--- src/core/ebg_pkg.sv ---
// Purpose: shared constants for the external bus grant handshake
// Assumes: one clock, clk_sys at 125 MHz
// Notes:   processor cycle is a divided enable of clk_sys
package ebg_pkg;
   // clock figures
   localparam int CLK_PERIOD_PS     = 8000;
   // least request pulse width the master must give
   localparam int REQ_MIN_WIDTH_PS  = 10000;
   localparam int REQ_MIN_CYCLES    = (REQ_MIN_WIDTH_PS + CLK_PERIOD_PS - 1) / CLK_PERIOD_PS;
   // default processor cycle, in clk_sys cycles
   localparam int PROC_DIV_DEFAULT  = 4;
   // strobe idle (inactive) level
   localparam logic STROBE_IDLE     = 1'h1;
   localparam logic GRANT_IDLE      = 1'h1;

   typedef enum logic [1:0] {
      EBG_OWN,
      EBG_FLOAT,
      EBG_GRANTED,
      EBG_RELEASE
   } ebg_state_t;
endpackage

--- src/core/ebg_cycle_div.sv ---
// Purpose: processor cycle enable and processor clock out from clk_sys
// Assumes: div is even and at least 2
// Notes:   clock out is high in the first half of each processor cycle
`timescale 1ns/1ps
module ebg_cycle_div #(
   parameter int DIV = ebg_pkg::PROC_DIV_DEFAULT
) (
   // clock and reset
   input  wire logic clk_sys,
   input  wire logic rst_b,
   // outputs
   output logic      cycle_start,
   output logic      mid_cycle,
   output logic      clock_out
);
   localparam int CW = (DIV > 2) ? $clog2(DIV) : 1;

   typedef struct packed {
      logic [CW-1:0] count;
      logic          start;
      logic          mid;
      logic          clk;
   } ebg_div_t;

   ebg_div_t st;
   ebg_div_t next_st;

   initial begin
      if (DIV < 2 || (DIV % 2) != 0) begin
         $error("ebg_cycle_div: DIV must be even and at least 2");
      end
   end

   always_comb begin
      next_st = st;
      if (st.count == CW'(DIV - 1)) begin
         next_st.count = '0;
      end else begin
         next_st.count = st.count + CW'(1);
      end
      next_st.start = (next_st.count == '0);
      next_st.mid   = (next_st.count == CW'(DIV / 2));
      next_st.clk   = (next_st.count < CW'(DIV / 2));
   end

   always_ff @(posedge clk_sys) begin
      if (!rst_b) begin
         st <= '0;
      end else begin
         st <= next_st;
      end
   end

   assign cycle_start = st.start;
   assign mid_cycle   = st.mid;
   assign clock_out   = st.clk;
endmodule

--- src/core/ebg_handshake.sv ---
// Purpose: hands the external memory bus to another master on request
// Assumes: core strobes arrive active low; request may be asynchronous
// Notes:   decisions are taken once per processor cycle at its start
`timescale 1ns/1ps
// Functional notes
// [RULE1] The request is sampled every processor cycle and recognised in that cycle or the next.
// [RULE2] The outside master holds its request low for more than 10 ns.
// [RULE3] Grant goes low in the processor cycle after the request was recognised; the code drives it low one processor cycle later.
// [RULE4] An asynchronous request is synchronised inside, so no outside circuit is needed.
// [RULE5] All selects and strobes are floated no later than the edge on which grant goes low.
// [RULE6] Selects and strobes are driven again only after grant has gone high.
// [RULE7] Grant stays low while the request is held and is released once it is withdrawn.
module ebg_handshake #(
   parameter int PROC_DIV = ebg_pkg::PROC_DIV_DEFAULT
) (
   // clock and reset
   input  wire logic clk_sys,
   input  wire logic rst_b,
   // bus master link
   input  wire logic bus_request_n,
   output logic      bus_grant_n,
   output logic      processor_clock_out,
   // core side memory strobes, active low, and the active high bus held flag
   input  wire logic core_data_sel_n,
   input  wire logic core_prog_sel_n,
   input  wire logic core_boot_sel_n,
   input  wire logic core_rd_n,
   input  wire logic core_wr_n,
   output logic      core_bus_held,
   // memory pins: value and output enable
   output logic      data_mem_select_n,
   output logic      data_mem_select_oe,
   output logic      prog_mem_select_n,
   output logic      prog_mem_select_oe,
   output logic      boot_mem_select_n,
   output logic      boot_mem_select_oe,
   output logic      rd_n,
   output logic      rd_oe,
   output logic      wr_n,
   output logic      wr_oe
);
   typedef struct packed {
      logic               req_meta;
      logic               req_sync;
      logic               recognised;
      ebg_pkg::ebg_state_t fsm;
      logic               grant_n;
      logic               drive;
      logic               held;
      logic               clk_o;
      logic [4:0]         strobes;
   } ebg_core_t;

   ebg_core_t st;
   ebg_core_t next_st;
   logic      cyc_start;
   logic      cyc_mid;
   logic      div_clk;

   initial begin
      if (PROC_DIV * ebg_pkg::CLK_PERIOD_PS <= ebg_pkg::REQ_MIN_WIDTH_PS) begin
         $error("ebg_handshake: processor cycle shorter than least request width");
      end
   end

   ebg_cycle_div #(
      .DIV(PROC_DIV)
   ) u_div (
      .clk_sys    (clk_sys),
      .rst_b      (rst_b),
      .cycle_start(cyc_start),
      .mid_cycle  (cyc_mid),
      .clock_out  (div_clk)
   );

   always_comb begin
      next_st = st;
      // [RULE4] two-flop synchroniser
      next_st.req_meta = ~bus_request_n;
      next_st.req_sync = st.req_meta;
      next_st.clk_o    = div_clk;
      next_st.strobes  = {core_data_sel_n, core_prog_sel_n, core_boot_sel_n, core_rd_n, core_wr_n};
      // [RULE1] sample mid cycle
      if (cyc_mid) begin
         next_st.recognised = st.req_sync;
      end
      if (cyc_start) begin
         unique case (st.fsm)
            ebg_pkg::EBG_OWN: begin
               // [RULE3] go to EBG_FLOAT next cycle, grant goes low one cycle later
               if (st.recognised) begin
                  next_st.fsm  = ebg_pkg::EBG_FLOAT;
                  next_st.held = 1'b1;
               end
            end
            ebg_pkg::EBG_FLOAT: begin
               // [RULE5] float on the same edge as grant
               next_st.drive   = 1'b0;
               next_st.grant_n = 1'b0;
               next_st.fsm     = ebg_pkg::EBG_GRANTED;
            end
            ebg_pkg::EBG_GRANTED: begin
               // [RULE7] hold until withdrawn
               if (!st.recognised) begin
                  next_st.grant_n = ebg_pkg::GRANT_IDLE;
                  next_st.fsm     = ebg_pkg::EBG_RELEASE;
               end
            end
            ebg_pkg::EBG_RELEASE: begin
               // [RULE6] drive after grant high
               next_st.drive = 1'b1;
               next_st.held  = 1'b0;
               next_st.fsm   = ebg_pkg::EBG_OWN;
            end
         endcase
      end
   end

   always_ff @(posedge clk_sys) begin
      if (!rst_b) begin
         st         <= '0;
         st.fsm     <= ebg_pkg::EBG_OWN;
         st.grant_n <= ebg_pkg::GRANT_IDLE;
         st.drive   <= 1'b1;
         st.strobes <= {5{ebg_pkg::STROBE_IDLE}};
      end else begin
         st <= next_st;
      end
   end

   assign bus_grant_n         = st.grant_n;
   assign processor_clock_out = st.clk_o;
   assign core_bus_held       = st.held;
   assign data_mem_select_n   = st.strobes[4];
   assign prog_mem_select_n   = st.strobes[3];
   assign boot_mem_select_n   = st.strobes[2];
   assign rd_n                = st.strobes[1];
   assign wr_n                = st.strobes[0];
   assign data_mem_select_oe  = st.drive;
   assign prog_mem_select_oe  = st.drive;
   assign boot_mem_select_oe  = st.drive;
   assign rd_oe               = st.drive;
   assign wr_oe               = st.drive;
endmodule

--- config.mk ---
export PLATFORM = sky130hd
export DESIGN_NAME = ebg_handshake
export DESIGN_NICKNAME = d
export VERILOG_FILES = /design/src/core/ebg_pkg.sv /design/src/core/ebg_cycle_div.sv /design/src/core/ebg_handshake.sv
export SDC_FILE = /design/constraint.sdc
export NUM_CORES = 1
export LEC_CHECK = 0
export CAP_MARGIN = 10
export CORE_AREA = 2 2 39 41
export DETAILED_ROUTE_END_ITERATION = 16
export DIE_AREA = 0 0 41 43
export DONT_BUFFER_PORTS = 1
export PLACE_DENSITY = 0.71
export SYNTH_ARGS = -nofsm -noshare
export SYNTH_HDL_FRONTEND = slang
export SYNTH_SLANG_ARGS = --single-unit
--- constraint.sdc ---
create_clock -name clk_sys -period 2.4 [get_ports clk_sys]
set_input_delay 0.24 -clock clk_sys [delete_from_list [all_inputs] [get_ports clk_sys]]
set_output_delay 0.24 -clock clk_sys [all_outputs]
set_load 0.01 [all_outputs]
# [Word-level counts from Yosys, hierarchy flattened]
# Index checks and enable logic that the tools add are counted.
[classes] add_sub_neg=1 n_lt_le_gt_ge=1 eq_ne=7 muxes=8 n_bitwise=1 reduce_logical=9
[op_table] operator="$reduce_and 3->1" n=3
[op_table] operator="$eq 2x2->1 const B" n=4
[op_table] operator="$pmux 2 s4" n=1
[op_table] operator="$pmux 1 s2" n=3
[op_table] operator="$reduce_bool 2->1" n=3
[op_table] operator="$logic_not 2->1" n=2
[op_table] operator="$mux 2" n=2
[op_table] operator="$ne 2x2->1 const B" n=2
[op_table] operator="$mux 3" n=1
[op_table] operator="$add 2x1->2 const B" n=1
[op_table] operator="$eq 2x1->1 const B" n=1
[op_table] operator="$lt 2x2->1 const B" n=1
[op_table] operator="$reduce_and 2->1" n=1
[op_table] operator="$mux 1" n=1
[op_table] operator="$not 1->1" n=1
[word_totals] reg_bits=19 output_inout_bits=13 word_cells=40

# [Longest topological paths before layout]
# Gate-level depths: netlist (run 1).
[depth] word_depth=3 depth_mapped=5

# [Hierarchy]
# From an unflattened synthesis (run 1), not the netlist that was laid out.
[hier_totals] cells_unflattened=72 hier_area_um2=762.0
[modules_own_cells] module="ebg_handshake" n_inst=1 cells_each=58 area_each_um2=583.1
[modules_own_cells] module="ebg_cycle_div" n_inst=1 cells_each=14 area_each_um2=178.9

# [Worst setup path before layout (run 1)]
# Ideal clock, no wire load.
[synth_timing] path_kind="reg-to-reg" start="register st[9] in the netlist's numbering" end="register st[9] in the netlist's numbering" setup_ns=0.074 arrival_time_ns=1.023 t_required_ns=2.326 slack_ns=1.303 path_stages_with_launch=6 path_buffers=0 cell_sequence="dfxtp_1 -> inv_1 -> ha_1 -> nor3b_1 -> o21ai_0 -> a31oi_1"
[synth_via] elab_chain_cells=3
[synth_lines] item="start: declaration" line_no="ebg_handshake.sv:54" rtl="ebg_core_t st;"
[synth_lines] item="start signal: assignment" line_no="ebg_handshake.sv:127" rtl="st <= next_st;"
[synth_lines] item="$eq 2x2->1 or $logic_not 2->1 (tied branches)" line_no="ebg_handshake.sv:88" rtl="unique case (st.fsm)"
[synth_lines] item="$ne 2x2->1 (no line)"
[synth_lines] item="$reduce_and 3->1 (no line)"
# Parallel ways exist; a longest one is shown, timed or not.
# A chain may end at the register's enable or synchronous reset.

# [Final worst setup path (run 1)]
# Ends and elaborated chain as after synthesis.

==> results.md, run 1 <==
* First-pass GRT wire length at 1640 um
* Synth Cell Area at 742 sq um
* PortBufs at 0
* CTS tree: done
* Post-synth net total at 89
* ANT cells at 0
* Initial antenna violation count at 0
* Cell variety after synth at 20
* Yosys reg bits at 19
* Die height at 43 um
* Synth area leaders: dfxtp_1, ha_1, buf_4
* Largest net degree at the start of global routing at 15
* Vias per inst at 5.09
* Area grow syn2layout at 3.37%
* H-Tree Depth at 1
* Leakage at 0.321 nW
* Gpl congestion at 0.633
* Most common cell after layout, fill and taps aside: dfxtp_1
* PD cells at 687 mW/mm^2
* DRC Markers at 0
* Final setup TNS at 0 ns
* Hold WC Path Type: primary input to flop
* GR Overflow Total at 0
* RSZ-0062 raised after global routing: no
* Worst setup EP type: flop
* Clk root buf: clkbuf_4
* Routed len/inst at 11.0 um
* Crit Path Category: flop to flop
* Peak supply drop at 0.000321 V
* Cell taking the most area after synthesis: dfxtp_1
* Final net count at 90
* Post-layout min period at 1.22 ns
* Synthesized area per cell at 10.0 sq um
* Synthesis Warnings at 0
* Die area at 0.00176 sq mm
* Most frequent cells in the layout: dfxtp_1, inv_1, ha_1
* Worst-margin pin slew at 0.526 ns
* Die outline width at 41 um
* WHS at 0.0361 ns
* Hpwl dp at 714 um
* Worst EP required at 2.62 ns
* TritonCTS Buffers at 3
* Initial core utilization at 53.6%
* Number of DRC markers in iteration 0 at 2
* Layout cells sized above 1 at 4.05%
* Post-synth top area share at 51.3%
* DR vias at 458
* GRT Util Overall at 14.2%
* Fmax at 823 MHz
* Setup Buffers After CTS at 0
* CP startpoint kind: flop
* CP max FO at 5
* Final Skew at 0.00378 ns
* Status: finished clean
* CP arrival at 1.44 ns
* Total clock sinks at 19
* Slew Limit Fails at 0
* Hold Vio Cnt, Final at 0
* Ports at 21
* Latest clock arrival within the worst-skew pair at 0.29 ns
* Layout fillers at 128
* Vias in the first global route at 460
* Final WL at 990 um
* Seq/Total Area, Yosys at 51.3%
* Row count at 14
* Drt first pass iters at 3
* Post-route ant nets at 0
* Slew headroom at 64.9%
* Fin crit share at 50.6%
* Max Root-Sink Buffers at 2
* Gate Count Post-Synth at 74
* Final setup vio count at 0
* Core region area at 0.00138 sq mm
* Maxcap violations at 0
* Clock transition at path regs at 0.09 ns
==> timing repair <==
action                                 in CTS  in global routing
endpoints found under the hold margin       3                  0
resized for setup                           0                  0
hold buffers                                2                  0
==> report_power, final <==
part | total (W) | leakage, nW | switching (W) | internal, W
clock network | 0.000153 | 0.0150 | 0.0000880 | 0.0000647
logic | 0.0000259 | 0.150 | 0.0000105 | 0.0000154
registers | 0.000348 | 0.156 | 0.0000145 | 0.000334
total | 0.000527 | 0.321 | 0.000113 | 0.000414
==> worst max-delay path, cell delays in order, from the launching register on <==
cell and delay, ns:
dfxtp_1 0.40, inv_1 0.08, ha_1 0.24, nor3b_1 0.17, o21ai_0 0.10, a31oi_1 0.16
==> path summary, 6_finish.rpt <==
| path | start | endpoint | slack, ns | cells after the start |
|---|---|---|---|---|
| setup / recovery | st[9] | st[9] | 1.18 | 5 |
| hold / removal | rst_b | bus_grant_n | 0.04 | 1 |
| hold reg to reg | next_st[12] | st[12] | 0.44 | 1 |
| setup reg to reg | st[9] | st[9] | 1.18 | 5 |
==> metal layers <==
layer  GRT usage, %  vias up  routed length (um)
li1               -      233                   -
met1           15.6      207                 455
met2           20.6       16                 453
met3           6.28        2                  60
met4           10.0        0                  20
met5              0        -                   0
==> logic make-up (layout without fill, tap and decap cells) <==
group	Yosys count	in the layout	synth area share, %
and+or+nand+nor	23	23	17.2
DFF	19	19	51.3
buffers and inverters	13	13	9.11
AOI/OAI and AO/OA	10	10	7.93
adders and majority gates	7	7	11.8
muxes	2	2	2.70
==> cell usage after synthesis, drive strengths merged <==
cell type / n
dfxtp: 19
ha: 7
inv: 7
and2: 5
buf: 5
a21oi: 4
nand2: 4
nand2b: 3
nor2: 3
o21ai: 3
or2b: 3
mux2i: 2
nand3: 2
a221o: 1
a31oi: 1
clkbuf: 1
nor3: 1
nor3b: 1
o21a: 1
or2: 1
==> registers in the layout (all words and copies together), names as in the netlist <==
signal	cells
rd_n	1
core_bus_held	1
prog_mem_select_n	1
data_mem_select_n	1
next_st	1
processor_clock_out	1
u_div.mid_cycle	1
u_div.cycle_start	1
boot_mem_select_n	1
bus_grant_n	1
u_div.clock_out	1
wr_n	1
u_div.st	2
st	4
boot_mem_select_oe	1
==> layout make-up <==
class	instances	area, sq um	share of cell area, %
sequential	19	380	49.6
timing repair buffer	2	20.0	2.61
tap	16	20.0	2.61
multi-input combinational	42	294	38.3
inverter	7	26.3	3.43
clock buffer	4	26.3	3.43
==> stage by stage <==
step | instances | cell area, sq um | util (%) | power (W) | setup slack [ns]
3_5_place_dp | 84 | 721 | 52.1 | 0.000379 | 1.21
3_3_place_gp | 84 | 721 | 52.1 | 0.000378 | 1.26
6_report | 90 | 767 | 55.4 | 0.000527 | 1.18
5_1_grt | 90 | 767 | 55.4 | 0.000557 | 1.02
2_1_floorplan | 74 | 742 | - | 0.000376 | 1.30
4_1_cts | 90 | 767 | 55.4 | 0.000541 | 1.18
Power figures use the tool's default switching activity.
==> run 2: changes to the inputs <==
--- a/config.mk
+++ b/config.mk
@@ -6,11 +6,10 @@
 export NUM_CORES = 1
 export LEC_CHECK = 0
 export CAP_MARGIN = 10
-export CORE_AREA = 2 2 39 41
+export CORE_UTILIZATION = 52
 export DETAILED_ROUTE_END_ITERATION = 16
-export DIE_AREA = 0 0 41 43
 export DONT_BUFFER_PORTS = 1
-export PLACE_DENSITY = 0.71
+export PLACE_DENSITY = 0.7
 export SYNTH_ARGS = -nofsm -noshare
 export SYNTH_HDL_FRONTEND = slang
 export SYNTH_SLANG_ARGS = --single-unit
==> constraint.sdc (replaced) <==
create_clock -name clk_sys -period 1.1 [get_ports clk_sys]
set_input_delay 0.11 -clock clk_sys [delete_from_list [all_inputs] [get_ports clk_sys]]
set_output_delay 0.11 -clock clk_sys [all_outputs]
set_load 0.01 [all_outputs]
==> run 2 against run 1 <==
Effect of this change:
- non-clock buffer count grew 8
- worst hold slack gained 0.0085 ns
- final cell count grew 7.8%
- setup slack lost 1.2 ns
- highest routed layer unchanged
==> results.md, run 2 (same netlist as run 1, synthesis figures left out) <==
* Crit Path Category: flop to flop
* ANT cells at 0
* Final setup vio count at 0
* Vias in the first global route at 440
* Maxcap violations at 0
* Hold WC Path Type: primary input to flop
* Post-route ant nets at 0
* Worst-margin pin slew at 0.399 ns
* DR vias at 475
* Clk root buf: clkbuf_4
* Largest net degree at the start of global routing at 15
* Leakage at 0.359 nW
* RSZ-0062 raised after global routing: yes
* Layout cells sized above 1 at 19.5%
* CP arrival at 1.31 ns
* Clock transition at path regs at 0.10 ns
* Initial core utilization at 56.3%
* Die outline width at 39.8 um
* Worst Hold Path Cells at 2
* Slew headroom at 73.3%
* GR Overflow Total at 0
* Final setup TNS at 0 ns
* PortBufs at 0
* Number of DRC markers in iteration 0 at 4
* Final Skew at 0.00537 ns
* Max Root-Sink Buffers at 2
* Layout fillers at 99
* CP startpoint kind: flop
* Multi-input gate area at 332 sq um
* Drt first pass iters at 2
* Most common cell after layout, fill and taps aside: dfxtp_1
* Slew Limit Fails at 0
* Most frequent cells in the layout: dfxtp_1, dlygate4sd3_1, inv_1, and2_1, a21oi_1
* H-Tree Depth at 1
* Vias per inst at 4.90
* Ports at 21
* TritonCTS Buffers at 3
* Largest register FFs at 4
* CTS tree: done
* Row count at 13
* Hpwl dp at 719 um
* Area grow syn2layout at 19.2%
* DRC Markers at 0
* Status: finished clean
* Hold Vio Cnt, Final at 0
* Die height at 39.8 um
* Peak supply drop at 0.000742 V
* Top reg by flops: st
* Fin crit share at 99.3%
* Core region area at 0.00132 sq mm
* Initial antenna violation count at 0
* Biggest regs: st (4), u_div.st (2)
* Finished Layout Cells at 97
* Worst EP required at 1.32 ns
* GRT Util Overall at 18.7%
* Fmax at 916 MHz
* Routed len/inst at 12.3 um
* Placed cell count at 84
* Worst R2R Path Depth at 5
* Final net count at 98
* Worst setup EP type: flop
* Die area at 0.00158 sq mm
* Post-layout min period at 1.09 ns
* CP max FO at 4
* Total clock sinks at 19
* PD cells at 1330 mW/mm^2
* Sequential cell area at 383 sq um
* Gpl congestion at 0.633
* Final WL at 1190 um
* Latest clock arrival within the worst-skew pair at 0.29 ns
* First-pass GRT wire length at 1820 um
## run 2: cell types whose count changed in the layout (fill, tap and decap cells not counted), moves of 2 or more
cell and change:
dlygate4sd3_1 +5, ha_1 -4, buf_4 +2, dfxtp_1 -2, dfxtp_2 +2, ha_2 +2, ha_4 +2, inv_1 -2
## run 2: layout make-up
type / count / area share, %
Tap cell: 15 / 2.12
Multi-Input combinational cell: 42 / 37.5
Clock buffer: 4 / 2.97
Timing Repair Buffer: 10 / 10.9
Sequential cell: 19 / 43.3
Inverter: 7 / 3.25
## run 2: critical path: stages, from the launching register on
cell     delay (ns)
dfxtp_2        0.35
inv_4          0.08
ha_4           0.15
nand3_1        0.09
or2_0          0.21
a31oi_1        0.14
## run 2: per-stage QoR
stage          hold WS (ns)  power, W  area [sq um]  utilization [%]  setup slack (ns)
2_1_floorplan         0.182  0.000820           742                -           0.00307
3_3_place_gp          0.184  0.000824           727             55.2           -0.0416
3_5_place_dp          0.189  0.000827           727             55.2           -0.0919
4_1_cts              0.0137   0.00120           856             65.0            0.0166
5_1_grt              0.0240   0.00125           885             67.1           -0.0165
6_report             0.0446   0.00118           885             67.1           0.00778
## run 2: what timing repair did
item	CTS	global route
endpoints found under the hold margin	14	0
buffers inserted	2	0
pin swaps	2	4
setup endpoints to repair	3	4
resized for setup	7	8
hold buffers	7	0
## run 2: final timing paths
path                     from     endpoint  slack [ns]
setup / recovery       st[10]        st[9]       0.008
hold / removal          rst_b  u_div.st[4]        0.04
setup reg to reg       st[10]        st[9]       0.008
hold reg to reg   next_st[12]       st[12]        0.44
## run 2: metal layers
layer | global-route usage, % | part of all wire [%] | up-vias
met5 | 0 | 0 | -
met2 | 32.4 | 50 | 11
met4 | 10.3 | 1.1 | 0
met3 | 8.52 | 5.1 | 2
li1 | - | - | 248
met1 | 18.1 | 44 | 214
## run 2: where the power goes
group           total, W  internal [W]  switching [W]
registers       0.000759      0.000729      0.0000301
clock network   0.000344      0.000141       0.000203
logic          0.0000759     0.0000454      0.0000305
total            0.00118      0.000915       0.000264
